`src/rtl/motor_cfg_pkg.sv`:
```
package motor_cfg_pkg;

    // ----------------------------------------
    // Register map (printed offsets are indices)
    // ----------------------------------------
    localparam logic [7:0] SPIN_STOP_IDX   = 8'h09;
    localparam logic [7:0] SPEED_STALL_IDX = 8'h0A;
    localparam logic [7:0] PHASE_LEAD_IDX  = 8'h0B;
    localparam logic [7:0] SKEW_IDX        = 8'h0C;
    localparam logic [7:0] IRQ_STATUS_IDX  = 8'h10;
    localparam logic [7:0] IRQ_MASK_IDX    = 8'h11;
    localparam logic [7:0] STATE_IDX       = 8'h12;
    localparam logic [7:0] FAULT_CLR_IDX   = 8'h13;

    localparam logic [7:0] SPIN_STOP_RST   = 8'h01;
    localparam logic [7:0] SPEED_STALL_RST = 8'h41;
    localparam logic [7:0] PHASE_LEAD_RST  = 8'h00;
    localparam logic [7:0] SKEW_RST        = 8'h00;

    // Writable bit masks; reserved bits read zero
    localparam logic [7:0] SPIN_STOP_WMASK   = 8'h1F;
    localparam logic [7:0] SPEED_STALL_WMASK = 8'hDF;
    localparam logic [7:0] PHASE_LEAD_WMASK  = 8'h07;
    localparam logic [7:0] SKEW_WMASK        = 8'h1F;

    // ----------------------------------------
    // Timing at 10 MHz
    // ----------------------------------------
    localparam int CLK_HZ        = 10_000_000;
    localparam int MS_CYCLES     = CLK_HZ / 1000;
    localparam int RETRY_SHORT_MS = 500;
    localparam int RETRY_LONG_MS  = 5000;
    localparam int DETECT0_MS    = 300;
    localparam int DETECT1_MS    = 500;
    localparam int DETECT2_MS    = 1000;
    localparam int DETECT3_MS    = 5000;
    // Skew step is 0.2 us; code 1 is 0.4 us
    localparam int SKEW_STEP_NS  = 200;
    localparam int SKEW_STEP_CYC = (SKEW_STEP_NS * (CLK_HZ / 1_000_000))
                                   / 1000;

    // Hysteresis in mV
    localparam logic [7:0] HYST_LOW_MV  = 8'h05;
    localparam logic [7:0] HYST_HIGH_MV = 8'h32;

    // Irq status bits
    localparam int IRQ_STALL  = 0;
    localparam int IRQ_RETRY  = 1;
    localparam int IRQ_SPEED  = 2;

    typedef enum logic [1:0] {
        RESP_LATCH,
        RESP_RETRY,
        RESP_REPORT,
        RESP_IGNORE
    } stall_resp_t;

    typedef struct packed {
        logic [2:0] hall_state;
        logic       hall_valid_step;
    } hall_in_t;

    typedef struct packed {
        logic [5:0] gate;       // {hi_a,lo_a,hi_b,lo_b,hi_c,lo_c}
        logic       coasting;
        logic       braking;
    } phase_drive_t;

endpackage

```
`src/rtl/trapezoid_motor_drive_config.sv`:
```
`timescale 1ns/1ps
// Functional notes
// - Hysteresis select 0 gives 5 mV and 1 gives 50 mV.
// - With brake active, stop-style 0 brakes actively and 1 coasts.
// - Coast bit 1 releases all phase drive; 0 leaves coast.
// - Brake bit 1 enters brake mode; 0 disables it.
// - Direction bit 0 is clockwise, 1 anti-clockwise, reset 1.
// - Speed pulse is commutation rate divided by 1,2,4,8, reset code 1.
// - Auto retry waits 500 ms for retry bit 0 and 5000 ms for 1.
// - Stall detect time is 300, 500, 1000 or 5000 ms for codes 0-3.
// - Response 0 latches the stall fault until cleared.
// - Response 1, the reset value, clears the fault after retry time.
// - Response 2 only reports and keeps driving.
// - Response 3 neither reports nor acts.
// - Phase lead is 0,4,7,11,15,20,25,30 degrees for codes 0-7.
// - Skew equalizing applies only while its enable bit is 1.
// - Skew goal is 0 us at code 0, else 0.2 us times (code+1).
module trapezoid_motor_drive_config #(
    parameter int MS_CYC = motor_cfg_pkg::MS_CYCLES
) (
    // Clock and reset
    input  wire logic                        clk,
    input  wire logic                        rst,
    // APB slave
    input  wire logic                        psel,
    input  wire logic                        penable,
    input  wire logic                        pwrite,
    input  wire logic [7:0]                  paddr,
    input  wire logic [31:0]                 pwdata,
    output logic      [31:0]                 prdata,
    output logic                             pready,
    output logic                             pslverr,
    // Motor side
    input  wire motor_cfg_pkg::hall_in_t     hall,
    input  wire logic                        drive_request,
    input  wire logic                        brake_request,
    input  wire logic [5:0]                  drive_delay_in,
    output motor_cfg_pkg::phase_drive_t      drive,
    output logic      [7:0]                  hall_hyst_mv,
    output logic      [4:0]                  phase_lead_deg,
    output logic                             speed_pulse_output,
    output logic                             stall_fault,
    output logic                             irq
);

    // ----------------------------------------
    // Registers
    // ----------------------------------------
    logic [7:0] spin_reg, speed_reg, lead_reg, skew_reg;
    logic [2:0] irq_status_reg, irq_mask_reg;
    logic       fault_reg, retry_reg;
    logic [31:0] detect_cnt_reg, retry_cnt_reg;
    logic [2:0] div_cnt_reg;
    logic       pulse_reg;
    logic [5:0] gate_reg;
    logic [4:0] skew_cnt_reg;
    logic       skew_busy_reg;
    logic [5:0] pending_reg;

    // ----------------------------------------
    // Field decode
    // ----------------------------------------
    wire logic       hyst_sel     = spin_reg[4];
    wire logic       stop_coast   = spin_reg[3];
    wire logic       coast_bit    = spin_reg[2];
    wire logic       brake_bit    = spin_reg[1];
    wire logic       dir_ccw      = spin_reg[0];
    wire logic [1:0] pulse_div    = speed_reg[7:6];
    wire logic       retry_long   = speed_reg[4];
    wire logic [1:0] detect_sel   = speed_reg[3:2];
    wire motor_cfg_pkg::stall_resp_t resp =
        motor_cfg_pkg::stall_resp_t'(speed_reg[1:0]);
    wire logic [2:0] lead_code    = lead_reg[2:0];
    wire logic       skew_on      = skew_reg[4];
    wire logic [3:0] skew_goal    = skew_reg[3:0];

    function automatic logic [31:0] ms_to_cyc(input int ms);
        ms_to_cyc = 32'(ms * MS_CYC);
    endfunction

    // ----------------------------------------
    // APB decode
    // ----------------------------------------
    wire logic       acc   = psel && penable;
    wire logic       wr    = acc && pwrite;
    wire logic [7:0] idx   = {2'b00, paddr[7:2]};
    wire logic       hit_spin  = idx == motor_cfg_pkg::SPIN_STOP_IDX;
    wire logic       hit_speed = idx == motor_cfg_pkg::SPEED_STALL_IDX;
    wire logic       hit_lead  = idx == motor_cfg_pkg::PHASE_LEAD_IDX;
    wire logic       hit_skew  = idx == motor_cfg_pkg::SKEW_IDX;
    wire logic       hit_ist   = idx == motor_cfg_pkg::IRQ_STATUS_IDX;
    wire logic       hit_imask = idx == motor_cfg_pkg::IRQ_MASK_IDX;
    wire logic       hit_state = idx == motor_cfg_pkg::STATE_IDX;
    wire logic       hit_fclr  = idx == motor_cfg_pkg::FAULT_CLR_IDX;
    wire logic       mapped = hit_spin | hit_speed | hit_lead | hit_skew
                              | hit_ist | hit_imask | hit_state | hit_fclr;

    assign pready  = 1'b1;
    assign pslverr = acc && !mapped;

    wire logic [7:0] rd_mux =
        hit_spin  ? spin_reg :
        hit_speed ? speed_reg :
        hit_lead  ? lead_reg :
        hit_skew  ? skew_reg :
        hit_ist   ? {5'h00, irq_status_reg} :
        hit_imask ? {5'h00, irq_mask_reg} :
        hit_state ? {6'h00, retry_reg, fault_reg} : 8'h00;

    always_ff @(posedge clk or posedge rst)
    begin
        if (rst)
            prdata <= 32'h0000_0000;
        else if (psel && !penable && !pwrite)
            prdata <= {24'h00_0000, rd_mux};
    end

    always_ff @(posedge clk or posedge rst)
    begin
        if (rst)
        begin
            spin_reg  <= motor_cfg_pkg::SPIN_STOP_RST;
            speed_reg <= motor_cfg_pkg::SPEED_STALL_RST;
            lead_reg  <= motor_cfg_pkg::PHASE_LEAD_RST;
            skew_reg  <= motor_cfg_pkg::SKEW_RST;
            irq_mask_reg <= 3'h0;
        end
        else if (wr)
        begin
            if (hit_spin)
                spin_reg <= pwdata[7:0] & motor_cfg_pkg::SPIN_STOP_WMASK;
            if (hit_speed)
                speed_reg <= pwdata[7:0] & motor_cfg_pkg::SPEED_STALL_WMASK;
            if (hit_lead)
                lead_reg <= pwdata[7:0] & motor_cfg_pkg::PHASE_LEAD_WMASK;
            if (hit_skew)
                skew_reg <= pwdata[7:0] & motor_cfg_pkg::SKEW_WMASK;
            if (hit_imask)
                irq_mask_reg <= pwdata[2:0];
        end
    end

    // ----------------------------------------
    // Hysteresis and phase lead
    // ----------------------------------------
    // hysteresis level select
    assign hall_hyst_mv = hyst_sel ? motor_cfg_pkg::HYST_HIGH_MV
                                   : motor_cfg_pkg::HYST_LOW_MV;

    always_comb
    begin
        unique case (lead_code)
            3'h0: phase_lead_deg = 5'd0;
            3'h1: phase_lead_deg = 5'd4;
            3'h2: phase_lead_deg = 5'd7;
            3'h3: phase_lead_deg = 5'd11;
            3'h4: phase_lead_deg = 5'd15;
            3'h5: phase_lead_deg = 5'd20;
            3'h6: phase_lead_deg = 5'd25;
            3'h7: phase_lead_deg = 5'd30;
        endcase
    end

    // ----------------------------------------
    // Stall detection and response
    // ----------------------------------------
    // detect time select
    wire logic [31:0] detect_lim =
        detect_sel == 2'h0 ? ms_to_cyc(motor_cfg_pkg::DETECT0_MS) :
        detect_sel == 2'h1 ? ms_to_cyc(motor_cfg_pkg::DETECT1_MS) :
        detect_sel == 2'h2 ? ms_to_cyc(motor_cfg_pkg::DETECT2_MS) :
                             ms_to_cyc(motor_cfg_pkg::DETECT3_MS);
    wire logic [31:0] retry_lim = retry_long
        ? ms_to_cyc(motor_cfg_pkg::RETRY_LONG_MS)
        : ms_to_cyc(motor_cfg_pkg::RETRY_SHORT_MS);

    wire logic driven  = drive_request && !coast_bit && !brake_bit
                         && !brake_request && !fault_reg;
    // no valid Hall step over the whole window
    wire logic stall_hit = driven && !hall.hall_valid_step
                           && detect_cnt_reg == detect_lim - 32'd1;
    wire logic retry_done = retry_reg && retry_cnt_reg == retry_lim - 32'd1;
    wire logic fault_clr  = wr && hit_fclr && pwdata[0];
    wire logic acts       = resp == motor_cfg_pkg::RESP_LATCH
                            || resp == motor_cfg_pkg::RESP_RETRY;

    always_ff @(posedge clk or posedge rst)
    begin
        if (rst)
            detect_cnt_reg <= 32'h0000_0000;
        else if (!driven || hall.hall_valid_step || stall_hit)
            detect_cnt_reg <= 32'h0000_0000;
        else
            detect_cnt_reg <= detect_cnt_reg + 32'd1;
    end

    always_ff @(posedge clk or posedge rst)
    begin
        if (rst)
        begin
            fault_reg     <= 1'b0;
            retry_reg     <= 1'b0;
            retry_cnt_reg <= 32'h0000_0000;
        end
        else if (stall_hit && acts)
        begin
            fault_reg     <= 1'b1;
            retry_reg     <= resp == motor_cfg_pkg::RESP_RETRY;
            retry_cnt_reg <= 32'h0000_0000;
        end
        else if (retry_done)
        begin
            fault_reg <= 1'b0;
            retry_reg <= 1'b0;
        end
        else if (fault_clr && !retry_reg)
            fault_reg <= 1'b0;
        else if (retry_reg)
            retry_cnt_reg <= retry_cnt_reg + 32'd1;
    end

    assign stall_fault = fault_reg;

    // ----------------------------------------
    // Speed pulse divider
    // ----------------------------------------
    // divide by 1,2,4,8
    wire logic [2:0] div_top = 3'((4'd1 << pulse_div) - 4'd1);
    wire logic       div_wrap = div_cnt_reg >= div_top;

    always_ff @(posedge clk or posedge rst)
    begin
        if (rst)
        begin
            div_cnt_reg <= 3'h0;
            pulse_reg   <= 1'b0;
        end
        else if (hall.hall_valid_step)
        begin
            div_cnt_reg <= div_wrap ? 3'h0 : div_cnt_reg + 3'd1;
            if (div_wrap)
                pulse_reg <= !pulse_reg;
        end
    end

    assign speed_pulse_output = pulse_reg;

    // ----------------------------------------
    // Commutation
    // ----------------------------------------
    // direction swaps high and low phase choice
    function automatic logic [5:0] commutate(input logic [2:0] h,
                                             input logic ccw);
        logic [5:0] g;
        g = 6'h00;
        unique case (h)
            3'h1: g = ccw ? 6'b01_10_00 : 6'b10_01_00;
            3'h2: g = ccw ? 6'b10_00_01 : 6'b01_00_10;
            3'h3: g = ccw ? 6'b00_10_01 : 6'b00_01_10;
            3'h4: g = ccw ? 6'b00_01_10 : 6'b00_10_01;
            3'h5: g = ccw ? 6'b01_00_10 : 6'b10_00_01;
            3'h6: g = ccw ? 6'b10_01_00 : 6'b01_10_00;
            default: g = 6'h00;
        endcase
        commutate = g;
    endfunction

    wire logic brake_now = brake_bit || brake_request;
    // stop style picks brake or coast
    wire logic do_coast = coast_bit || (brake_now && stop_coast)
                          || fault_reg;
    wire logic do_brake = brake_now && !stop_coast && !coast_bit;
    // coast releases, brake shorts all low sides
    wire logic [5:0] gate_next =
        do_coast ? 6'h00 :
        do_brake ? 6'b01_01_01 :
        drive_request ? commutate(hall.hall_state, dir_ccw) : 6'h00;

    // goal in 0.2 us steps: code 0 is 0, else code+1
    wire logic [4:0] goal_steps = skew_goal == 4'h0 ? 5'd0
                                  : {1'b0, skew_goal} + 5'd1;
    wire logic [5:0] goal_cyc = 6'(goal_steps * 5'(motor_cfg_pkg::
                                SKEW_STEP_CYC));
    // variable part tops up intrinsic delay to the goal
    wire logic [5:0] var_cyc = goal_cyc > drive_delay_in
                               ? goal_cyc - drive_delay_in : 6'd0;

    always_ff @(posedge clk or posedge rst)
    begin
        if (rst)
        begin
            gate_reg      <= 6'h00;
            pending_reg   <= 6'h00;
            skew_cnt_reg  <= 5'h00;
            skew_busy_reg <= 1'b0;
        end
        else if ((!skew_on || var_cyc == 6'd0) && !skew_busy_reg)
            gate_reg <= gate_next;
        else if (!skew_busy_reg && gate_next != gate_reg)
        begin
            pending_reg   <= gate_next;
            skew_cnt_reg  <= 5'(var_cyc - 6'd1);
            skew_busy_reg <= 1'b1;
        end
        else if (skew_busy_reg && skew_cnt_reg == 5'h00)
        begin
            gate_reg      <= pending_reg;
            skew_busy_reg <= 1'b0;
        end
        else if (skew_busy_reg)
            skew_cnt_reg <= skew_cnt_reg - 5'd1;
    end

    assign drive.gate     = gate_reg;
    assign drive.coasting = do_coast;
    assign drive.braking  = do_brake;

    // ----------------------------------------
    // Interrupts
    // ----------------------------------------
    // ignore only: stall not reported
    wire logic report = stall_hit
                        && resp != motor_cfg_pkg::RESP_IGNORE;
    wire logic [2:0] ev = {hall.hall_valid_step && div_wrap,
                           retry_done, report};
    wire logic [2:0] wclr = (wr && hit_ist) ? pwdata[2:0] : 3'h0;

    always_ff @(posedge clk or posedge rst)
    begin
        if (rst)
            irq_status_reg <= 3'h0;
        else
            irq_status_reg <= ev | (irq_status_reg & ~wclr);
    end

    assign irq = |(irq_status_reg & irq_mask_reg);
endmodule

```
`config.mk`:
```
export PLATFORM = sky130hd
export DESIGN_NAME = trapezoid_motor_drive_config
export DESIGN_NICKNAME = d
export VERILOG_FILES = /design/src/rtl/motor_cfg_pkg.sv /design/src/rtl/trapezoid_motor_drive_config.sv
export SDC_FILE = /design/constraint.sdc
export NUM_CORES = 1
export LEC_CHECK = 0
export ABC_AREA = 0
export BUFFER_PORTS_ARGS = -buffer_cell sky130_fd_sc_hd__clkbuf_2
export CORE_MARGIN = 1
export CORE_UTILIZATION = 52
export DETAILED_ROUTE_END_ITERATION = 7
export PLACE_DENSITY = 0.77
export SLEW_MARGIN = 10
export SYNTH_ARGS = -nofsm -noshare
export SYNTH_HDL_FRONTEND = slang
export SYNTH_SLANG_ARGS = --single-unit
```
`constraint.sdc`:
```
create_clock -name clk -period 4.1 [get_ports clk]
set_input_delay 0.82 -clock clk [delete_from_list [all_inputs] [get_ports clk]]
set_output_delay 0.82 -clock clk [all_outputs]
set_load 0.005 [all_outputs]
```
==> results of run 1 <==
cell usage in the layout (no fill, tap or decap), drive strengths merged, types with 18 or more instances in the layout:
master and n:
nor3 18, mux2 23, conb 29, a21oi 18, clkbuf 78, dfrtp 118
o21ai 25, ha 24, xor2 47, nand3 40, inv 40, nand2 62
nor2 121, xnor2 26
worst max-delay path, cell delays in order, from the launching register on:
cell      delay, ps
dfrtp_1         460
inv_1            90
ha_1            200
nand2b_1         80
o21ai_0         140
fa_1            440
nor2b_1         180
o221ai_1        180
a21oi_2         350
nand2_1          90
nor2_1          270
and2_1          490
mux2_1          360
layout make-up:
class,instances,share of cell area [%]
Multi-Input combinational cell,598,47.2
Sequential cell,121,37.3
Clock buffer,20,5.62
Timing Repair Buffer,62,4.09
Tap cell,176,2.71
Inverter,40,1.88
Clock inverter,12,1.25
final timing paths:
kind                                             endpoint                            from  slack (ps)  depth (start not counted)
min                           irq_mask_reg[1]$_DFFE_PP0P_                             rst         330                          2
max                            pending_reg[0]$_DFFE_PP0P_         skew_reg[0]$_DFFE_PP0P_         650                         12
max reg2reg                    pending_reg[0]$_DFFE_PP0P_         skew_reg[0]$_DFFE_PP0P_         650                         12
min in group clk           speed_pulse_output$_DFFE_PP0P_  speed_pulse_output$_DFFE_PP0P_         480                          1
max in group asynchronous    detect_cnt_reg[17]$_DFF_PP0_                             rst        2970                          3
min reg2reg                speed_pulse_output$_DFFE_PP0P_  speed_pulse_output$_DFFE_PP0P_         480                          1
per-layer routing:
| layer | wire [um] | share of wire [%] | GRT usage, % |
|---|---|---|---|
| met4 | 269 | 1.8 | 9.57 |
| met3 | 624 | 4.1 | 4.10 |
| met2 | 7110 | 47 | 35.4 |
| met1 | 7260 | 48 | 31.0 |
| met5 | 0 | 0 | 0 |
cell families (layout without fill, tap and decap cells):
logic type      Yosys count  after routing  share of synthesized area (%)
mux                      36             36                           5.40
simple gates            342            342                           23.7
compound gates           93             93                           8.71
xor+xnor                 73             73                           8.78
other cells               2             29                          0.103
flops                   121            121                           41.6
fa+ha+maj                25             25                           4.40
buf+inv                 100            134                           7.23
power by group:
group	total (mW)	leakage [nW]	internal (mW)	switching, mW
sequential	1.28	1.44	1.23	0.0403
clock	1.39	0.264	0.858	0.537
combinational	0.303	1.77	0.127	0.177
total	2.97	3.47	2.22	0.754
per-stage QoR:
stage          std cells  utilization [%]  hold WS [ps]  total power, mW
5_1_grt             1029             60.4           353             3.10
2_1_floorplan        819                -           459             1.51
4_1_cts             1029             60.4           329             2.99
3_3_place_gp         997             56.3           472             1.59
6_report            1029             60.4           330             2.97
3_5_place_dp         997             56.3           469             1.60
==> reports/qor.yml, run 1 <==
drv_cap: 0
dieHeight_um: 120
status: "completed"
synth_edf_count: 0
yosysTopAreaCell: "dfrtp_1"
insertion_delay_ps: 420
yosys_register_bits: 121
hp-class: "input pin to async pin"
final_nets: 922
dpl.hpwl_mm: 10.8
cts.sinks: 121
fin_setup_tns_ps: 0
synth_top_area_share_pct: 40.5
cellPowerDensity_nw_per_um2: 366
cts_hold_buf: 0
cts_buffers: 17
hold_viol_final: 0
final_max_slew_viol_count: 0
cp-end-kind: "flip-flop"
rows: 42
clockRootBuffer: "clkbuf_16"
grt_pass1_vias: 5254
gr-total-overflow: 0
coreArea_um2: 13500
post_cts_buffers: 0
antenna_found_initial: 0
tightest_slew_ps: 1020
die_area_um2: 14500
async_flop_share_pct: 100
grt_pass1_wl_mm: 25.6
start_util_pct: 54.1
clkSlewWorstSetupHoldPaths_ps: 50
layout_min_cycle_time_ps: 3450
cts_resized: 0
htreeDepth: 4
cts_tree: "done"
synthFlopType: "dfrtp_1"
antenna_left: 0
dpl_worst_slack_ps: 649
period_share_pct: 84.0
criticalPathCategory: "flip-flop to flip-flop"
setup_slack_ps: 655
fin_skew_ps: 8.40
setup_viol: 0
synth-seq-area-share_pct: 41.6
relSlewSlack_pct: 32.1
die_x_um: 120
ios: 115
vias: 5652
max_freq_mhz: 290
synth_cell_type_count: 70
netlist_instances: 792
rsz0062_at_grt: "no"
syn_area_um2: 7280
drt_iter0_markers: 411
synthTopCellsByCount: "120 x nor2_1, 118 x dfrtp_1, 61 x nand2_1"
netlist_top_cells_area: "dfrtp_1 41%, nor2_1 6.2%, xor2_1 5.7%"
drive_gt1_share_pct: 15.5
wl_per_cell_um: 14.8
port_buffers: 58
fillers: 1165
place_area_um2: 7570
worstPathRequired_ps: 4400
place_congestion: 0.839
area_delta_synth_final_pct: 11.6
synth.avg_cell_area_um2: 9.19
multi_input_area_um2: 3830
drt_first_pass_iters: 5
p_leak_nw: 3.47
vdd_ir_drop_max_v: 0.000258
regArea_um2: 3030
synth_most_common_cell: "nor2_1"
clockBufferDepth: 2
drc: 0
critPathMaxFanout: 9
num_antenna_cells: 0
grt_max_degree: 103
cp-start-kind: "flip-flop"
finalWirelength_mm: 15.3
arrival_ps: 3740
grtUsageTotal_pct: 22.6
finalInstanceArea_um2: 8130
ys_warn_count: 0
vias_per_cell: 5.49
No activity file was read; power rests on OpenSTA's default activity.
==> run 2, diff against run 1 <==
CORE_UTILIZATION = 55   (was 52)
PLACE_DENSITY = 0.78   (was 0.77)
clock period = 3.6 ns   (was 4.1 ns; I/O delays follow)
==> run 2 against run 1 <==
Effect of this change:
- maximum frequency increased by 2.7%
- final cell count about the same
- non-clock buffer count increased by 6
- first-iteration DRC count decreased by 10%
- via count increased by 0.99%
- flip-flop and latch count unchanged
- sequential power increased by 13%
- sequential share of layout area decreased by 0.36 points
- core utilization increased by 3.8 points
- die area decreased by 5.4%
- clock-buffer cell count increased by 4
- routed wire length increased by 1.6%
- highest routed layer unchanged
==> reports/qor.yml, run 2 (synthesis gave the netlist of run 1 again) <==
cts_buffers: 17  # unchanged
vdd_ir_drop_max_v: 0.000368  # was 0.000258 V
area_delta_synth_final_pct: 12.7  # was 11.6%
grt_pass1_wl_mm: 25.1  # was 25.6 mm
grt_pass1_vias: 5133  # was 5254
cellPowerDensity_nw_per_um2: 425  # was 366 nW/um^2
max_freq_mhz: 298  # was 290 MHz
gr-total-overflow: 0  # unchanged
wl_met1_mm: 7.59  # was 7.26 mm
die_area_um2: 13700  # was 14500 um^2
antenna_left: 0  # unchanged
clkSlewWorstSetupHoldPaths_ps: 50  # about the same
arrival_ps: 3650  # was 3740 ps
p_comb_share_pct: 10.1  # was 10.2%
rsz0062_at_grt: "no"  # unchanged
cts_hold_buf: 0  # unchanged
p_int_mw: 2.66  # was 2.22 mW
worstPathRequired_ps: 3900  # was 4400 ps
hold_ws_ps: 413  # was 330 ps
drive_gt1_share_pct: 16.0  # was 15.5%
cp-end-kind: "flip-flop"  # unchanged
vias_per_cell: 5.54  # was 5.49
status: "completed"  # unchanged
grtUsageTotal_pct: 24.2  # was 22.6%
finalWirelength_mm: 15.5  # was 15.3 mm
fin_skew_ps: 8.33  # was 8.40 ps
cts_tree: "done"  # unchanged
htreeDepth: 4  # unchanged
fin_cells: 1030  # was 1029
vias: 5708  # was 5652
finalInstanceArea_um2: 8210  # was 8130 um^2
die_x_um: 117  # was 120 um
layout_min_cycle_time_ps: 3350  # was 3450 ps
clockPowerShare_pct: 48.3  # was 46.9%
layout_commonest_cell: "nor2_1"  # unchanged
ios: 115  # unchanged
tightest_slew_ps: 863  # was 1020 ps
p_sw_mw: 0.829  # was 0.754 mW
dieHeight_um: 117  # was 120 um
cp-start-kind: "flip-flop"  # unchanged
setup_slack_ps: 246  # was 655 ps
coreArea_um2: 12800  # was 13500 um^2
mostFrequentLayoutCells: "119 x nor2_1, 118 x dfrtp_1, 61 x nand2_1, 58 x clkbuf_2, 47 x xor2_1"  # unchanged
swShare_pct: 23.8  # was 25.4%
dp.cells: 999  # was 997
fin_setup_tns_ps: 0  # unchanged
route.met2.wl_mm: 7.07  # was 7.11 mm
insertion_delay_ps: 410  # was 420 ps
clockRootBuffer: "clkbuf_16"  # unchanged
criticalPathCategory: "flip-flop to flip-flop"  # unchanged
final_nets: 928  # was 922
wl_met3_um: 646  # was 624 um
place_area_um2: 7610  # was 7570 um^2
seq_power_share_pct: 41.7  # was 42.9%
antenna_found_initial: 0  # unchanged
dpl.hpwl_mm: 11.0  # was 10.8 mm
drt_iter0_markers: 368  # was 411
critPathMaxFanout: 6  # was 9
p_leak_nw: 3.52  # was 3.47 nW
final_max_slew_viol_count: 0  # unchanged
relSlewSlack_pct: 42.2  # was 32.1%
num_antenna_cells: 0  # unchanged
postLayoutCoreUtil_pct: 64.2  # was 60.4%
wl_per_cell_um: 15.1  # was 14.8 um
port_buffers: 58  # unchanged
drv_cap: 0  # unchanged
hp-class: "input pin to async pin"  # unchanged
setup_viol: 0  # unchanged
dpl_worst_slack_ps: 176  # was 649 ps
rows: 41  # was 42
start_util_pct: 57.0  # was 54.1%
drt_first_pass_iters: 7  # was 5
hold_viol_final: 0  # unchanged
clockBufferDepth: 2  # unchanged
cts.sinks: 121  # unchanged
total_power_mw: 3.49  # was 2.97 mW
period_share_pct: 93.2  # was 84.0%
drc: 0  # unchanged
place_congestion: 0.859  # was 0.839
dr.max_layer_used: "met4"  # unchanged
grt_max_degree: 68  # was 103
==> run 2: path summary, 6_finish.rpt <==
kind / startpoint / endpoint / slack (ps) / cells past startpoint
setup reg to reg: skew_reg[0]$_DFFE_PP0P_ / pending_reg[0]$_DFFE_PP0P_ / 250 / 12
min in group clk: speed_pulse_output$_DFFE_PP0P_ / speed_pulse_output$_DFFE_PP0P_ / 470 / 1
max in group asynchronous: rst / spin_reg[0]$_DFFE_PP1P_ / 2400 / 3
setup / recovery: skew_reg[0]$_DFFE_PP0P_ / pending_reg[0]$_DFFE_PP0P_ / 250 / 12
hold reg to reg: speed_pulse_output$_DFFE_PP0P_ / speed_pulse_output$_DFFE_PP0P_ / 470 / 1
hold / removal: rst / detect_cnt_reg[29]$_DFF_PP0_ / 410 / 2
==> run 2: repair_timing <==
action | CTS | global route
endpoints found under the setup margin | 0 | 6
setup buffers | 0 | 0
endpoints found under the hold margin | 0 | 0
gates resized for setup | 0 | 1
==> run 2: power by group through the flow <==
| stage | logic, mW | clock network, mW | registers [mW] |
|---|---|---|---|
| 5_1_grt | 0.399 | 1.76 | 1.46 |
| 4_1_cts | 0.352 | 1.71 | 1.45 |
| 2_1_floorplan | 0.264 | 0 | 1.46 |
| 3_3_place_gp | 0.344 | 0 | 1.47 |
| 3_5_place_dp | 0.350 | 0 | 1.47 |
| 6_report | 0.351 | 1.68 | 1.45 |
==> run 2: critical path, stage by stage (launching register included) <==
cell and delay, ps:
dfrtp_1 430, inv_1 80, ha_1 200, nand2b_1 80, o21ai_0 160, fa_1 440, nor2b_1 180, o221ai_1 190
a21oi_2 360, nand2_1 90, nor2_1 290, and2_1 390, mux2_1 350
==> run 2: cell type report <==
| type | instances | area [um^2] |
|---|---|---|
| fillers | 1046 | 4570 |
| multi-input cells | 598 | 3840 |
| flip-flops and latches | 121 | 3030 |
| clock buffers | 24 | 502 |
| repair buffers | 68 | 378 |
| well taps | 172 | 215 |
| inverters | 40 | 154 |
| clock inverters | 7 | 90.1 |
==> run 2: layer usage <==
layer / GRT usage [%] / vias up
li1: - / 2785
met1: 34.3 / 2759
met2: 36.8 / 149
met3: 6.28 / 15
met4: 7.26 / 0
met5: 0 / -
